**src/rtl/apr_pkg.sv**
```systemverilog
// constants and types shared by the parallel conversion request sources
// Operation
// - run bit loads counter, arbiter tick clocks it
// - each tick decrements; at/below boundary locks
// - underflow reloads, relocks only if reload at/below boundary, flags service, triggers
// - period is reload plus one times twenty
// - underflow ORs timer select into timer pending
// - timer participates on lock or pending bits
// - timer win clears started channel bit; empty and unlocked clears flag
// - cancelled timer conversion sets its bit again
// - clearing participation flag clears whole pending mask
// - lock blocks sources ranked below the timer
// - zero boundary never locks arbitration
// - reload at/below boundary keeps lock permanently
// - lock status clears on run clear, or on underflow with reload above boundary
// - select bit picks port or peripheral trigger
// - edge mode none, rising, falling or both
// - detected event ORs select mask into pending
// - external flag, win clear, cancel restore, empty
// - trigger onto already pending bit is lost
// - request write copies into software pending mask
// - software flag, win clear, cancel restore, empty
// - zero written clears matching software pending bit
// - all masks sixteen bits, bit n channel n
package apr_pkg;

  localparam int CH_W     = 16; // channels per mask
  localparam int CHIDX_W  = 4;  // channel number width
  localparam int CNT_W    = 10; // timer counter, reload and boundary width
  localparam int ADDR_W   = 8;  // apb address width
  localparam int DATA_W   = 32; // apb data width
  localparam int DIV_W    = 5;  // converter clock divider width
  localparam int NPATH    = 2;  // external trigger paths

  // converter clocks per timer tick
  localparam logic [DIV_W-1:0] TICK_DIV = 5'h14;

  // register byte addresses
  localparam logic [ADDR_W-1:0] A_TCTRL = 8'h00; // run, reload, boundary
  localparam logic [ADDR_W-1:0] A_TSTAT = 8'h04; // lock, service, count
  localparam logic [ADDR_W-1:0] A_TSEL  = 8'h08; // timer select mask
  localparam logic [ADDR_W-1:0] A_TPEND = 8'h0C; // timer pending mask
  localparam logic [ADDR_W-1:0] A_ECTRL = 8'h10; // source select, edges
  localparam logic [ADDR_W-1:0] A_ESEL0 = 8'h14; // path 0 select mask
  localparam logic [ADDR_W-1:0] A_ESEL1 = 8'h18; // path 1 select mask
  localparam logic [ADDR_W-1:0] A_EPEND = 8'h1C; // external pending mask
  localparam logic [ADDR_W-1:0] A_SWREQ = 8'h20; // software request
  localparam logic [ADDR_W-1:0] A_SPEND = 8'h24; // software pending mask
  localparam logic [ADDR_W-1:0] A_PART  = 8'h28; // participation flags

  // field positions
  localparam int TC_RLD_LSB = 0;  // reload value
  localparam int TC_BND_LSB = 16; // lock boundary
  localparam int TC_RUN     = 31; // run bit
  localparam int TS_LOCK    = 0;  // lock status
  localparam int TS_SVC     = 1;  // service flag, write one clears
  localparam int TS_CNT_LSB = 16; // current count
  localparam int EC_STRIDE  = 4;  // bits per path in A_ECTRL
  localparam int EC_SEL     = 0;  // 1 = peripheral input
  localparam int EC_EDGE    = 1;  // two-bit edge mode
  localparam int PT_TMR     = 0;  // timer participation
  localparam int PT_EXT     = 1;  // external participation
  localparam int PT_SW      = 2;  // software participation

  // reset values
  localparam logic [CH_W-1:0]  MASK_RST = 16'h0000;
  localparam logic [CNT_W-1:0] CNT_RST  = 10'h000;

  // request source codes used by the arbiter
  typedef enum logic [1:0] {
    SRC_TIMER = 2'h0,
    SRC_EXT   = 2'h1,
    SRC_SW    = 2'h2
  } apr_src_e;

  // edge detector modes
  typedef enum logic [1:0] {
    EDGE_NONE = 2'h0,
    EDGE_RISE = 2'h1,
    EDGE_FALL = 2'h2,
    EDGE_BOTH = 2'h3
  } apr_edge_e;

endpackage : apr_pkg

```
**src/rtl/apr_request_sources.sv**
```systemverilog
// timer, external event and software conversion request sources
`timescale 1ns/1ps
module apr_request_sources (
  input  wire logic                        pclk,
  input  wire logic                        presetn,
  // apb slave
  input  wire logic                        psel,
  input  wire logic                        penable,
  input  wire logic                        pwrite,
  input  wire logic [apr_pkg::ADDR_W-1:0]  paddr,
  input  wire logic [apr_pkg::DATA_W-1:0]  pwdata,
  output logic                             pready,
  output logic [apr_pkg::DATA_W-1:0]       prdata,
  output logic                             pslverr,
  // converter clock enable from the arbiter
  input  wire logic                        conv_clk_en,
  // arbiter start and cancel reports
  input  wire logic                        start_valid,
  input  wire logic [1:0]                  start_src,
  input  wire logic [apr_pkg::CHIDX_W-1:0] start_chan,
  input  wire logic                        cancel_valid,
  input  wire logic [1:0]                  cancel_src,
  input  wire logic [apr_pkg::CHIDX_W-1:0] cancel_chan,
  // sources ranked below the timer: bit0 external, bit1 software
  input  wire logic [1:0]                  below_timer,
  // trigger inputs
  input  wire logic [apr_pkg::NPATH-1:0]   port_trigger_input,
  input  wire logic [apr_pkg::NPATH-1:0]   peripheral_trigger_input,
  // state seen by the arbiter
  output logic                             arb_lock_status,
  output logic                             timer_trigger,
  output logic [apr_pkg::CH_W-1:0]         timer_pending_mask,
  output logic [apr_pkg::CH_W-1:0]         ext_pending_mask,
  output logic [apr_pkg::CH_W-1:0]         sw_pending_mask,
  output logic                             timer_participation_flag,
  output logic                             ext_participation_flag,
  output logic                             sw_participation_flag
);

  localparam int CH = apr_pkg::CH_W;
  localparam int CW = apr_pkg::CNT_W;

  // one-hot mask of a channel number
  function automatic logic [CH-1:0] chan_bit(
    input logic [apr_pkg::CHIDX_W-1:0] ch
  );
    return {{(CH-1){1'b0}}, 1'b1} << ch;
  endfunction : chan_bit

  // edge detection for one path by mode
  function automatic logic edge_hit(
    input logic [1:0] mode,
    input logic       now,
    input logic       prev
  );
    logic hit;
    case (mode)
      apr_pkg::EDGE_RISE: hit = now & ~prev;
      apr_pkg::EDGE_FALL: hit = ~now & prev;
      apr_pkg::EDGE_BOTH: hit = now ^ prev;
      default:            hit = 1'b0; // none suppresses the path
    endcase
    return hit;
  endfunction : edge_hit

  // software registers
  logic          timer_run_bit;          // timer enable
  logic [CW-1:0] timer_reload_value;     // counter reload
  logic [CW-1:0] lock_boundary;          // lock compare value
  logic          timer_service_flag;     // sticky underflow flag
  logic [CH-1:0] timer_trigger_select_mask;
  logic [CH-1:0] ext_sel0;               // path 0 channel select
  logic [CH-1:0] ext_sel1;               // path 1 channel select
  logic [apr_pkg::NPATH-1:0] trigger_source_select; // 1 = peripheral
  logic [1:0]    edge_mode0;             // path 0 edge mode
  logic [1:0]    edge_mode1;             // path 1 edge mode
  logic [CH-1:0] sw_request_reg;         // software request

  // timer state
  logic [CW-1:0]          count;         // down-counter
  logic                   run_q;         // run bit one cycle ago
  logic [apr_pkg::DIV_W-1:0] div;        // converter clock divider
  logic [apr_pkg::NPATH-1:0] trig_q;     // previous selected trigger

  // bus decode
  logic                   acc;           // access phase, answer cycle
  logic                   wr;            // write takes effect
  logic                   hit;           // address is mapped
  logic [apr_pkg::DATA_W-1:0] rd_val;    // read mux

  // timer events
  logic run_rise;                        // run bit just set
  logic tick;                            // timer clock enable
  logic underflow;                       // counter passes zero
  logic [CW-1:0] count_dec;              // count minus one

  // per source clears and restores
  logic [CH-1:0] clr_t, clr_e, clr_s;    // conversion starts
  logic [CH-1:0] rst_t, rst_e, rst_s;    // cancellations
  logic          gclr_t, gclr_e, gclr_s; // participation flag cleared
  logic          blk_e, blk_s;           // start blocked by lock
  logic [apr_pkg::NPATH-1:0] trig_now;   // selected trigger levels
  logic [apr_pkg::NPATH-1:0] ev;         // detected events
  logic [CH-1:0] ev_set;                 // external bits to raise
  logic          sw_wr;                  // software request write

  logic [CH-1:0] next_tpend, next_epend, next_spend;
  logic          next_lock;

  // access phase decode
  assign acc = psel & penable & pready;
  assign wr  = acc & pwrite;
  assign sw_wr = wr & (paddr == apr_pkg::A_SWREQ);

  // lock active only with nonzero boundary, at or below it
  function automatic logic lock_at(input logic [CW-1:0] v);
    return (lock_boundary != '0) && (v <= lock_boundary);
  endfunction : lock_at

  // apb slave

  // address decode for mapped registers
  always_comb begin
    hit = 1'b1;
    rd_val = '0;
    case (paddr)
      apr_pkg::A_TCTRL: begin
        rd_val[apr_pkg::TC_RUN] = timer_run_bit;
        rd_val[apr_pkg::TC_RLD_LSB +: CW] = timer_reload_value;
        rd_val[apr_pkg::TC_BND_LSB +: CW] = lock_boundary;
      end
      apr_pkg::A_TSTAT: begin
        rd_val[apr_pkg::TS_LOCK] = arb_lock_status;
        rd_val[apr_pkg::TS_SVC] = timer_service_flag;
        rd_val[apr_pkg::TS_CNT_LSB +: CW] = count;
      end
      apr_pkg::A_TSEL:  rd_val[CH-1:0] = timer_trigger_select_mask;
      apr_pkg::A_TPEND: rd_val[CH-1:0] = timer_pending_mask;
      apr_pkg::A_ECTRL: begin
        rd_val[apr_pkg::EC_SEL] = trigger_source_select[0];
        rd_val[apr_pkg::EC_EDGE +: 2] = edge_mode0;
        rd_val[apr_pkg::EC_STRIDE + apr_pkg::EC_SEL] =
          trigger_source_select[1];
        rd_val[apr_pkg::EC_STRIDE + apr_pkg::EC_EDGE +: 2] = edge_mode1;
      end
      apr_pkg::A_ESEL0: rd_val[CH-1:0] = ext_sel0;
      apr_pkg::A_ESEL1: rd_val[CH-1:0] = ext_sel1;
      apr_pkg::A_EPEND: rd_val[CH-1:0] = ext_pending_mask;
      apr_pkg::A_SWREQ: rd_val[CH-1:0] = sw_request_reg;
      apr_pkg::A_SPEND: rd_val[CH-1:0] = sw_pending_mask;
      apr_pkg::A_PART: begin
        rd_val[apr_pkg::PT_TMR] = timer_participation_flag;
        rd_val[apr_pkg::PT_EXT] = ext_participation_flag;
        rd_val[apr_pkg::PT_SW]  = sw_participation_flag;
      end
      default: hit = 1'b0; // unmapped: error, zero data
    endcase
  end

  // one wait state, answer stands one cycle
  always_ff @(posedge pclk or negedge presetn) begin
    if (!presetn) begin
      pready  <= 1'b0;
      prdata  <= '0;
      pslverr <= 1'b0;
    end else begin
      pready  <= psel & penable & ~pready;
      prdata  <= (psel & penable & ~pready & ~pwrite) ? rd_val : '0;
      pslverr <= psel & penable & ~pready & ~hit;
    end
  end

  // plain control registers written by software
  always_ff @(posedge pclk or negedge presetn) begin
    if (!presetn) begin
      timer_run_bit             <= 1'b0;
      timer_reload_value        <= apr_pkg::CNT_RST;
      lock_boundary             <= apr_pkg::CNT_RST;
      timer_trigger_select_mask <= apr_pkg::MASK_RST;
      ext_sel0                  <= apr_pkg::MASK_RST;
      ext_sel1                  <= apr_pkg::MASK_RST;
      trigger_source_select     <= '0;
      edge_mode0                <= apr_pkg::EDGE_NONE;
      edge_mode1                <= apr_pkg::EDGE_NONE;
      sw_request_reg            <= apr_pkg::MASK_RST;
    end else if (wr) begin
      case (paddr)
        apr_pkg::A_TCTRL: begin
          timer_run_bit      <= pwdata[apr_pkg::TC_RUN];
          timer_reload_value <= pwdata[apr_pkg::TC_RLD_LSB +: CW];
          lock_boundary      <= pwdata[apr_pkg::TC_BND_LSB +: CW];
        end
        apr_pkg::A_TSEL:  timer_trigger_select_mask <= pwdata[CH-1:0];
        apr_pkg::A_ECTRL: begin
          trigger_source_select[0] <= pwdata[apr_pkg::EC_SEL];
          edge_mode0 <= pwdata[apr_pkg::EC_EDGE +: 2];
          trigger_source_select[1] <=
            pwdata[apr_pkg::EC_STRIDE + apr_pkg::EC_SEL];
          edge_mode1 <= pwdata[apr_pkg::EC_STRIDE + apr_pkg::EC_EDGE +: 2];
        end
        apr_pkg::A_ESEL0: ext_sel0 <= pwdata[CH-1:0];
        apr_pkg::A_ESEL1: ext_sel1 <= pwdata[CH-1:0];
        // request keeps its written value
        apr_pkg::A_SWREQ: sw_request_reg <= pwdata[CH-1:0];
        default: ;
      endcase
    end
  end

  // timer

  assign run_rise  = timer_run_bit & ~run_q;
  assign tick      = timer_run_bit & conv_clk_en &
                     (div == apr_pkg::TICK_DIV - 1'b1);
  assign underflow = tick & ~run_rise & (count == '0);
  assign count_dec = count - 1'b1;

  // divider restarts with the run bit so ticks follow arbitration
  always_ff @(posedge pclk or negedge presetn) begin
    if (!presetn) begin
      div   <= '0;
      run_q <= 1'b0;
    end else begin
      run_q <= timer_run_bit;
      if (!timer_run_bit || run_rise) begin
        div <= '0;
      end else if (conv_clk_en) begin
        div <= (div == apr_pkg::TICK_DIV - 1'b1) ? '0 : div + 1'b1;
      end
    end
  end

  // lock next value from counter progress
  always_comb begin
    next_lock = arb_lock_status;
    if (!timer_run_bit) begin
      next_lock = 1'b0;
    end else if (run_rise) begin
      next_lock = lock_at(timer_reload_value);
    end else if (underflow) begin
      // relock at once if reload at or below boundary
      next_lock = lock_at(timer_reload_value);
    end else if (tick && lock_at(count_dec)) begin
      next_lock = 1'b1;
    end
  end

  // counter load, decrement and reload
  always_ff @(posedge pclk or negedge presetn) begin
    if (!presetn) begin
      count <= apr_pkg::CNT_RST;
    end else if (run_rise) begin
      count <= timer_reload_value;
    end else if (underflow) begin
      count <= timer_reload_value;
    end else if (tick) begin
      count <= count_dec;
    end
  end

  // lock status, trigger pulse and sticky service flag
  always_ff @(posedge pclk or negedge presetn) begin
    if (!presetn) begin
      arb_lock_status    <= 1'b0;
      timer_trigger      <= 1'b0;
      timer_service_flag <= 1'b0;
    end else begin
      arb_lock_status <= next_lock;
      timer_trigger   <= underflow;
      // set wins over a write-one clear
      if (underflow) begin
        timer_service_flag <= 1'b1;
      end else if (wr && paddr == apr_pkg::A_TSTAT &&
                   pwdata[apr_pkg::TS_SVC]) begin
        timer_service_flag <= 1'b0;
      end
    end
  end

  // arbiter start and cancel

  // lower ranked sources may not start while locked
  assign blk_e = arb_lock_status & below_timer[0];
  assign blk_s = arb_lock_status & below_timer[1];

  // decode start and cancel into per source bit masks
  always_comb begin
    clr_t = '0;
    clr_e = '0;
    clr_s = '0;
    rst_t = '0;
    rst_e = '0;
    rst_s = '0;
    if (start_valid) begin
      case (start_src)
        apr_pkg::SRC_TIMER: clr_t = chan_bit(start_chan);
        apr_pkg::SRC_EXT:   clr_e = blk_e ? '0 : chan_bit(start_chan);
        apr_pkg::SRC_SW:    clr_s = blk_s ? '0 : chan_bit(start_chan);
        default: ;
      endcase
    end
    if (cancel_valid) begin
      case (cancel_src)
        apr_pkg::SRC_TIMER: rst_t = chan_bit(cancel_chan);
        apr_pkg::SRC_EXT:   rst_e = chan_bit(cancel_chan);
        apr_pkg::SRC_SW:    rst_s = chan_bit(cancel_chan);
        default: ;
      endcase
    end
  end

  // participation flag written to zero clears the whole mask
  assign gclr_t = wr & (paddr == apr_pkg::A_PART) &
                  ~pwdata[apr_pkg::PT_TMR];
  assign gclr_e = wr & (paddr == apr_pkg::A_PART) &
                  ~pwdata[apr_pkg::PT_EXT];
  assign gclr_s = wr & (paddr == apr_pkg::A_PART) &
                  ~pwdata[apr_pkg::PT_SW];

  // external triggers

  // choose port or peripheral input per path
  assign trig_now = (trigger_source_select & peripheral_trigger_input) |
                    (~trigger_source_select & port_trigger_input);
  assign ev[0] = edge_hit(edge_mode0, trig_now[0], trig_q[0]);
  assign ev[1] = edge_hit(edge_mode1, trig_now[1], trig_q[1]);
  // events from both paths merge into one mask
  assign ev_set = ({CH{ev[0]}} & ext_sel0) | ({CH{ev[1]}} & ext_sel1);

  // previous trigger level, one clock wide pulses are seen
  always_ff @(posedge pclk or negedge presetn) begin
    if (!presetn) begin
      trig_q <= '0;
    end else begin
      trig_q <= trig_now;
    end
  end

  // pending masks

  // clears first, then sets, so new requests win
  always_comb begin
    next_tpend = timer_pending_mask & ~clr_t & ~{CH{gclr_t}};
    next_tpend = next_tpend | rst_t;
    if (underflow) begin
      next_tpend = next_tpend | timer_trigger_select_mask;
    end
    // already pending bits simply stay set, extra event is lost
    next_epend = ext_pending_mask & ~clr_e & ~{CH{gclr_e}};
    next_epend = next_epend | rst_e | ev_set;
    // request write replaces the mask, zeros cancel bits
    if (sw_wr) begin
      next_spend = pwdata[CH-1:0] | rst_s;
    end else begin
      next_spend = (sw_pending_mask & ~clr_s & ~{CH{gclr_s}}) | rst_s;
    end
  end

  // masks and flags follow their next values
  always_ff @(posedge pclk or negedge presetn) begin
    if (!presetn) begin
      timer_pending_mask       <= apr_pkg::MASK_RST;
      ext_pending_mask         <= apr_pkg::MASK_RST;
      sw_pending_mask          <= apr_pkg::MASK_RST;
      timer_participation_flag <= 1'b0;
      ext_participation_flag   <= 1'b0;
      sw_participation_flag    <= 1'b0;
    end else begin
      timer_pending_mask <= next_tpend;
      ext_pending_mask   <= next_epend;
      sw_pending_mask    <= next_spend;
      timer_participation_flag <= next_lock | (|next_tpend);
      ext_participation_flag   <= |next_epend;
      sw_participation_flag    <= |next_spend;
    end
  end

endmodule : apr_request_sources

```
**config.mk**
```make
export PLATFORM = sky130hd
export DESIGN_NAME = apr_request_sources
export DESIGN_NICKNAME = d
export VERILOG_FILES = /design/src/rtl/apr_pkg.sv /design/src/rtl/apr_request_sources.sv
export SDC_FILE = /design/constraint.sdc
export NUM_CORES = 1
export LEC_CHECK = 0
export BUFFER_PORTS_ARGS = -buffer_cell sky130_fd_sc_hd__clkbuf_2
export CORE_ASPECT_RATIO = 1.75
export CORE_MARGIN = 4
export CORE_UTILIZATION = 55
export CTS_CLUSTER_SIZE = 12
export DETAILED_ROUTE_END_ITERATION = 12
export PLACE_DENSITY_LB_ADDON = 0.08
export SLEW_MARGIN = 20
export SYNTH_ARGS = -nofsm -noshare
export SYNTH_HDL_FRONTEND = slang
export SYNTH_SLANG_ARGS = --single-unit
```
**constraint.sdc**
```tcl
create_clock -name pclk -period 6.25 [get_ports pclk]
set_clock_uncertainty 0.2 [all_clocks]
set_input_delay 0 -clock pclk [delete_from_list [all_inputs] [get_ports pclk]]
set_output_delay 0 -clock pclk [all_outputs]
set_load 0.01 [all_outputs]
```
Yosys cells after proc, flatten, opt, wreduce, memory -nomap -nowiden
Index checks and enable logic that the tools add are counted.
- reductions and logical operators: 25
- bitwise operators: 62
- $lt $le $gt $ge: 2
- add/subtract/negate cells: 2
- eq/ne operators: 21
- muxes and demuxes: 40
- shifts and indexed selects: 2
- operator list (operator ; count):
    2-to-1 mux 16 bit ; 16
    AND 16 bit ; 8
    bitwise OR 16 bit ; 7
    NOT 16 bit ; 6
    OR reduction 16 bit ; 3
    case mux 6 bit (7 select lines) ; 1
    equality test 8 x 5 -> 1 bit (second input constant) ; 4
    2-to-1 mux 32 bit ; 1
    left shift 1 x 4 -> 16 bit (first input constant) ; 2
    2-to-1 mux 10 bit ; 3
    case mux 3 bit (9 select lines) ; 1
    equality test 8 x 6 -> 1 bit (second input constant) ; 3
    case mux 3 bit (8 select lines) ; 1
    AND 1 bit ; 22
    case mux 2 bit (11 select lines) ; 1
    less-or-equal comparator 10 bit ; 2
    case mux 10 bit (2 select lines) ; 1
    equality test 8 x 4 -> 1 bit (second input constant) ; 2
    2-to-1 mux 5 bit ; 3
    equality test 2 bit (second input constant) ; 6
    NOT 1 bit ; 12
    AND reduction 2 bit ; 6
    OR reduction 11 bit ; 1
    logical NOT 10 bit ; 1
    22 further kinds ; 41
- output and inout bits: 87
- register bits: 197
- logic and storage cells: 180
- bits of input ports: 66

Longest topological paths before layout
Gate-level depths: netlist of run 1.
- depth in word-level cells: 12
- mapped depth: 13
- gate-level depth less buffers: 13

Worst setup path after synthesis of run 1
Ideal clock, no wire load.
- path type: reg2reg
- from: register count[2]
- to: register timer_participation_flag
- setup time: 0.138 ns
- clock period less this slack: 3.173 ns
- required time: 5.912 ns
- path slack: 3.077 ns
- path buffers: 0
- arrival time: 2.834 ns
- stages on the path, launching flop included: 13
- cell sequence: dfrtp_1 nor2_1 nand3_1 or4_1 xnor2_1 ha_1 nand4_1 nor2_1 a31oi_1 o31a_1 nor4_1 o21a_1 or4_1
- word-level cells in the longest chain between the ends: 9
- elaborated cells on any way between the ends: 13
- those cells by class: 1 x add/sub; 1 x order compare; 5 x mux; 2 x bitwise; 4 x reduce/logical
- ends and longest elaborated chain (item ; line ; RTL):
    from (decl) ; apr_request_sources.sv:80 ; logic [CW-1:0] count;
    from (signal assigned) ; apr_request_sources.sv:251 ; count <= apr_pkg::CNT_RST;
    from (signal assigned) ; apr_request_sources.sv:253 ; count <= timer_reload_value;
    from (signal assigned) ; apr_request_sources.sv:255 ; count <= timer_reload_value;
    subtractor 10 x 1 -> 10 bit ; apr_request_sources.sv:216 ; assign count_dec = count - 1'b1;
    less-or-equal comparator 10 bit ; apr_request_sources.sv:117 ; return (lock_boundary != '0) && (v <= lock_boundary);
    logical AND 1 bit ; apr_request_sources.sv:117 ;
    logical AND 1 bit ; apr_request_sources.sv:243 ; end else if (tick && lock_at(count_dec)) begin
    2-to-1 mux 1 bit ; apr_request_sources.sv:243 ;
    2-to-1 mux 1 bit (*) ; apr_request_sources.sv:240 ; end else if (underflow) begin
    2-to-1 mux 1 bit (*) ; apr_request_sources.sv:238 ; end else if (run_rise) begin
    2-to-1 mux 1 bit (*) ; apr_request_sources.sv:236 ; if (!timer_run_bit) begin
    net next_lock ; apr_request_sources.sv:108 ; logic next_lock;
    bitwise OR 1 bit (*) ; apr_request_sources.sv:372 ; timer_participation_flag <= next_lock | (|next_tpend);
    to (signal assigned) ; apr_request_sources.sv:372 ;
    to (decl) ; apr_request_sources.sv:35 ; output logic timer_participation_flag,
Mark *: on every way through the listed nets, which the timed path passes. The rest lies on a longest branch.
A chain may end at the register's enable or synchronous reset.

Worst setup path in the final report of run 1
- from: register trigger_source_select[0] in the netlist's numbering
- to: register ext_participation_flag
- word-level cells in the longest chain between the ends: 10
- elaborated cells on any way between the ends: 13
- those cells by class: 1 x mux; 11 x bitwise; 1 x reduce/logical
- ends and longest elaborated chain (item ; line ; RTL):
    from (decl) ; apr_request_sources.sv:74 ; logic [apr_pkg::NPATH-1:0] trigger_source_select;
    NOT 2 bit ; apr_request_sources.sv:324 ; (~trigger_source_select & port_trigger_input);
    AND 2 bit ; apr_request_sources.sv:324 ;
    bitwise OR 2 bit (*) ; apr_request_sources.sv:323 ; assign trig_now = (trigger_source_select & peripheral_trigger_input) |
    net trig_now (one bit) ; apr_request_sources.sv:102 ; logic [apr_pkg::NPATH-1:0] trig_now;
    NOT 1 bit ; apr_request_sources.sv:59 ; apr_pkg::EDGE_FALL: hit = ~now & prev;
    AND 1 bit ; apr_request_sources.sv:59 ;
    case mux 1 bit (3 select lines) (*) ; apr_request_sources.sv:57 ; case (mode)
    AND 16 bit (*) ; apr_request_sources.sv:328 ; assign ev_set = ({CH{ev[0]}} & ext_sel0) | ({CH{ev[1]}} & ext_sel1);
    bitwise OR 16 bit (*) ; apr_request_sources.sv:328 ;
    bitwise OR 16 bit (*) ; apr_request_sources.sv:350 ; next_epend = next_epend | rst_e | ev_set;
    net next_epend[14] ; apr_request_sources.sv:107 ; logic [CH-1:0] next_tpend, next_epend, next_spend;
    OR reduction 16 bit (*) ; apr_request_sources.sv:373 ; ext_participation_flag <= |next_epend;
    to (signal assigned) ; apr_request_sources.sv:373 ;
    to (decl) ; apr_request_sources.sv:36 ; output logic ext_participation_flag,
Marked as above.

==> impl_metrics.ini, run 1 <==
[finish]
ff_latch_area_um2 = 4805
nets = 1181
fin_util_pct = 67.59
diodes = 0
largest_reg_flops = 27
drive_gt1_share_pct = 25.93
area_growth_pct = 20.59
top_register = prdata
multi_input_area_um2 = 4735
n_fill_cell = 1454

[grt]
antenna_found_initial = 0
track_usage_pct = 34.87
overflow = 0
grt_max_degree = 63
grt_pass1_vias = 9073
grt_first_pass_wirelength_um = 51440

[worst_setup_path]
path_max_fanout = 16
worstPathArrival_ns = 3.91
required_ns = 6.35
cp-start-kind = register
ff2ff_path_depth = 12
endpoint_kind = register
crit_type = register to register

[clock_network]
numClockSinks = 192
worstSkewPairLatency_ns = 0.45
ctsResizeCount = 0
cts_tree = built
clk_root_buffer_cell = clkbuf_16
cts_htree_levels = 4
cts_buffers = 17
clockBufferDepth = 2
postCtsSetupBuffers = 0
path_clk_slew_ns = 0.08

[timing]
fmax_mhz = 262.2
setup_viol = 0
finalCritPeriodShare_pct = 61.02
hold_viol_final = 0
worstMarginPinSlew_ns = 1.200
relSlewSlack_pct = 19.89
tns_ns = 0
min_period_ns = 3.813
rsz0062_at_grt = false
slew_violations = 0

[min_path]
hold-path-cell-count = 6
worstHoldPathType = input pin to register

[yosys]
ys_seq_elements = 192
ys_async_sr_fraction_pct = 100.0
syn_area_um2 = 9784
synth_ff_type = dfrtp_1
synth_top_area_cell = dfrtp_1
avgSynthCellArea_um2 = 10.72
synthTopCellsByArea = dfrtp_1 (49%), mux2_2 (9.3%), ha_1 (3.5%)
ys_seq_area_share_pct = 49.10
synth_top_cell_area_share_pct = 49.10
syn_inst = 913
yosysMostFrequentCell = dfrtp_1
yosys_warnings = 0
synth_common_cells = dfrtp_1 (192), mux2_2 (81), nor2_1 (80)
synth_edf_count = 0
yosysUniqueCellTypes = 59

[place]
detailed_place_hpwl_um = 23390
gp_congestion = 0.9442
portBuffers = 142

[power]
ir_drop_v = 0.0001978
p_per_area_nw_per_um2 = 256.7
leakagePower_nw = 5.618

[run_status]
status = completed

[route]
vias_per_cell = 6.667
via_count = 8867
antenna_left = 0
drcViolationCount = 0
drt-initial-drc-count = 851
wl_um = 34120
routedWlPerCell_um = 25.65
first_pass_iters = 6

[die]
die_h_um = 184.4
fp.coreArea_um2 = 17460
design.die.area_um2 = 20070
die_w_um = 108.8
initial_core_util_pct = 56.05
ios = 153
placementRows = 64

[flow_run]
maxCapViolCount = 0
==> report_power, final <==
group | internal [W] | switching (W) | leakage [nW]
Sequential | 0.00131 | 0.0000856 | 2.60
Clock | 0.000633 | 0.000477 | 0.280
Combinational | 0.000209 | 0.000312 | 2.74
==> kinds of logic (layout without fill, tap and decap cells) <==
| logic type | after synthesis | count (layout) | synth area share (%) |
|---|---|---|---|
| AO/OA/AOI/OAI | 256 | 256 | 18.87 |
| AND/OR/NAND/NOR | 255 | 255 | 13.12 |
| flip-flops | 192 | 192 | 49.10 |
| multiplexers | 102 | 102 | 11.61 |
| buffers and inverters | 71 | 253 | 2.992 |
| adder cells (fa/ha/maj) | 27 | 27 | 3.453 |
| XOR/XNOR | 9 | 9 | 0.8057 |
| other | 1 | 5 | 0.03833 |
==> path summary, 6_finish.rpt <==
| kind | from | to | slack [ns] |
|---|---|---|---|
| worst max register to register | trigger_source_select[0] | ext_participation_flag | 2.44 |
| max in group asynchronous | presetn | ext_sel1[8] | 4.19 |
| worst min register to register | timer_service_flag | timer_service_flag | 0.29 |
| worst max-delay path | trigger_source_select[0] | ext_participation_flag | 2.44 |
| min in group asynchronous | presetn | div[2] | 0.45 |
| worst min-delay path | paddr[1] | timer_service_flag | 0.03 |
==> placed cells by master (no fill, tap or decap), types with 20 or more instances in the layout <==
cell type,instances
a211o_1,24
a21oi_1,24
a22oi_1,31
a31oi_1,24
clkbuf_2,141
dfrtp_1,192
dlygate4sd3_1,47
ha_1,27
mux2_2,81
nand2_1,60
nor2_1,72
nor4_1,20
o21ai_0,55
==> metrics by stage <==
step | power, W | std cells | worst slack [ns] | area (um2) | hold WS, ns
3_5_place_dp | 0.001903 | 1252 | 2.610 | 10720 | -0.1048
5_1_grt | 0.003132 | 1330 | 2.265 | 11800 | 0.06769
2_1_floorplan | 0.001659 | 917 | 3.077 | 9799 | -0.4956
4_1_cts | 0.003018 | 1330 | 2.472 | 11800 | 0.001886
3_3_place_gp | 0.001896 | 1252 | 2.612 | 10720 | -0.1111
6_report | 0.003029 | 1330 | 2.437 | 11800 | 0.03452
==> layer usage <==
| metal | GRT usage, % | wire, um | vias to the layer above |
|---|---|---|---|
| met2 | 57.69 | 16820 | 565 |
| met4 | 23.96 | 2540 | 0 |
| met3 | 6.905 | 2941 | 149 |
| met1 | 40.19 | 11820 | 4362 |
| met5 | 0 | 0 | - |
| li1 | - | - | 3791 |
==> layout make-up <==
cell class	count	area share [%]
flip-flops and latches	192	40.72
multi-input cells	654	40.13
repair buffers	204	11.15
clock buffers	19	3.754
well taps	231	2.450
clock inverters	11	1.198
inverters	19	0.6045
==> worst max-delay path, cell delays in order (launching register included) <==
cell and delay (ns):
dfrtp_1 0.40, mux2i_1 0.24, dlygate4sd3_1 0.57, inv_1 0.05, ha_1 0.26, nor2b_1 0.04
o21ai_0 0.19, o21ai_2 0.08, buf_4 0.23, o2bb2ai_1 0.15, a211o_1 0.38, nor4_1 0.73
nand4_1 0.15
==> what timing repair did <==
| item | 4_1_cts | 5_1_grt |
|---|---|---|
| endpoints found under the setup margin | 0 | 0 |
| hold endpoints to repair | 217 | 0 |
| hold buffers | 48 | 0 |
No activity file was read; power rests on OpenSTA's default activity.
==> inputs of run 2 (changes only) <==
Settings changed: CORE_UTILIZATION 55 to 52.
Clock period 6.25 ns to 3.13 ns, I/O delays scaled along.
==> run 2 against run 1 <==
Compared with the run above:
- via count up 2.8%
- sequential power is 99% higher
- combinational power increased by 130%
- final area grew 5.0%
- core utilization decreased by 0.90 points
- maximum frequency up 25%
- critical endpoint is now timer_participation_flag
- largest cell class unchanged
==> impl_metrics.ini, run 2 (synthesized netlist as in run 1, its figures left out) <==
[run_status]
status = completed

[grt]
grt_first_pass_wirelength_um = 54410
track_usage_pct = 33.81
grt_pass1_vias = 9173
antenna_found_initial = 0
overflow = 0
grt_max_degree = 80

[clock_network]
path_clk_slew_ns = 0.07
cts_htree_levels = 4
cts_buffers = 17
clockBufferDepth = 2
numClockSinks = 192
worstSkewPairLatency_ns = 0.43
cts_tree = built
clk_root_buffer_cell = clkbuf_16

[route]
vias_per_cell = 6.505
antenna_left = 0
drt-initial-drc-count = 928
routedWlPerCell_um = 25.62
first_pass_iters = 6
wl_um = 35900
drcViolationCount = 0
via_count = 9113

[timing]
rsz0062_at_grt = true
slew_violations = 0
worstMarginPinSlew_ns = 0.9065
worst_hold_slack_ns = 0.05411
setup_viol = 0
hold_viol_final = 0
min_period_ns = 3.048
relSlewSlack_pct = 39.39
setup_ws_ns = 0.08181
finalCritPeriodShare_pct = 97.39
fmax_mhz = 328.1

[die]
design.die.area_um2 = 21160
fp.coreArea_um2 = 18580
initial_core_util_pct = 52.66
ios = 153
placementRows = 66
die_w_um = 111.7
die_h_um = 189.5

[power]
ir_drop_v = 0.0003984
finalPower_w = 0.006084
p_per_area_nw_per_um2 = 491.0
leakagePower_nw = 5.957

[finish]
most-common-layout-cells = dfrtp_1 (192), clkbuf_2 (141), mux2_2 (81)
drive_gt1_share_pct = 29.84
diodes = 0
stdcell_area_um2 = 12390
final_common_cell = dfrtp_1
nets = 1243
largest_reg_flops = 27
fin_util_pct = 66.69
area_growth_pct = 26.65
top_register = prdata

[worst_setup_path]
crit_path_max_incr_delay_ns = 0.48
required_ns = 3.24
crit_type = register to register
path_max_fanout = 4
cp_cell_sequence = nor2_2 > nand3_2 > or4_4 > xnor2_4 > ha_4 > nand4_1 > nor2_1 > a31oi_1 > o31a_1 > nor4_1 > o21a_1 > or4_1
critPathTopFamily = simple AND/OR/NAND/NOR gates
worstPathArrival_ns = 3.16
path_buf_inv = 0
cp-start-kind = register
cp_slowest_cell = or4_4
endpoint_kind = register

[flow_run]
maxCapViolCount = 0

[place]
placed_area_um2 = 11230
detailed_place_hpwl_um = 25510
dp_slack_ns = -0.1788
gp_congestion = 0.9818
portBuffers = 142

[min_path]
worstHoldPathType = input pin to register
## run 2: changes by cell type in the layout (fill, tap and decap cells not counted), moves of 3 or more
| cell | delta |
|---|---|
| buf_12 | +7 |
| buf_4 | +54 |
| inv_6 | +3 |
| nor2_1 | +5 |
| nor2_2 | -5 |
## run 2: final timing paths
check                         startpoint                  endpoint  slack (ns)  cells past startpoint
min                             paddr[7]        timer_service_flag        0.05                      6
max in group asynchronous        presetn          lock_boundary[8]        1.69                      4
max                             count[2]  timer_participation_flag        0.08                     12
max reg2reg                     count[2]  timer_participation_flag        0.08                     12
min in group asynchronous        presetn                    div[0]        0.44                      4
min reg2reg                timer_run_bit                     run_q        0.28                      0
## run 2: final cells by class
type	count	area [um2]
tap	238	297.8
inverter	19	71.32
fill	1513	6188
clock inverter	11	107.6
sequential	192	4805
clock buffer	21	450.4
timing repair buffer	266	1871
multi-input combinational	654	4790
## run 2: metal layers
layer	wire (um)	global-route usage, %	up-vias
met3	2316	4.669	165
li1	-	-	3930
met1	12790	39.21	4467
met5	0	0	-
met2	18200	58.41	551
met4	2601	21.22	0
## run 2: report_power, final
part / switching (W) / internal [W] / total (W)
registers: 0.000167 / 0.00262 / 0.00279
clock network: 0.000969 / 0.00113 / 0.00210
logic: 0.000669 / 0.000531 / 0.00120
## run 2: metrics by stage
| stage | std cells | setup TNS [ns] |
|---|---|---|
| finish | 1401 | 0 |
| global route | 1401 | -0.02864 |
| CTS | 1397 | -0.02921 |
| detailed placement | 1316 | -0.1788 |
| global placement | 1316 | -0.1048 |
| floorplan | 917 | 0 |
## run 2: worst min-delay path: stages
cell and delay [ns]:
clkbuf_2 0.09, nor2_1 0.06, nand2_1 0.18, nor2_1 0.11, nand3_1 0.09, a21o_1 0.11
## run 2: what timing repair did
action,4_1_cts,5_1_grt
endpoints found under the hold margin,327,0
setup buffers,0,4
hold buffers,49,0
endpoints found under the setup margin,1,1
resized for setup,4,7
pin swaps,11,12
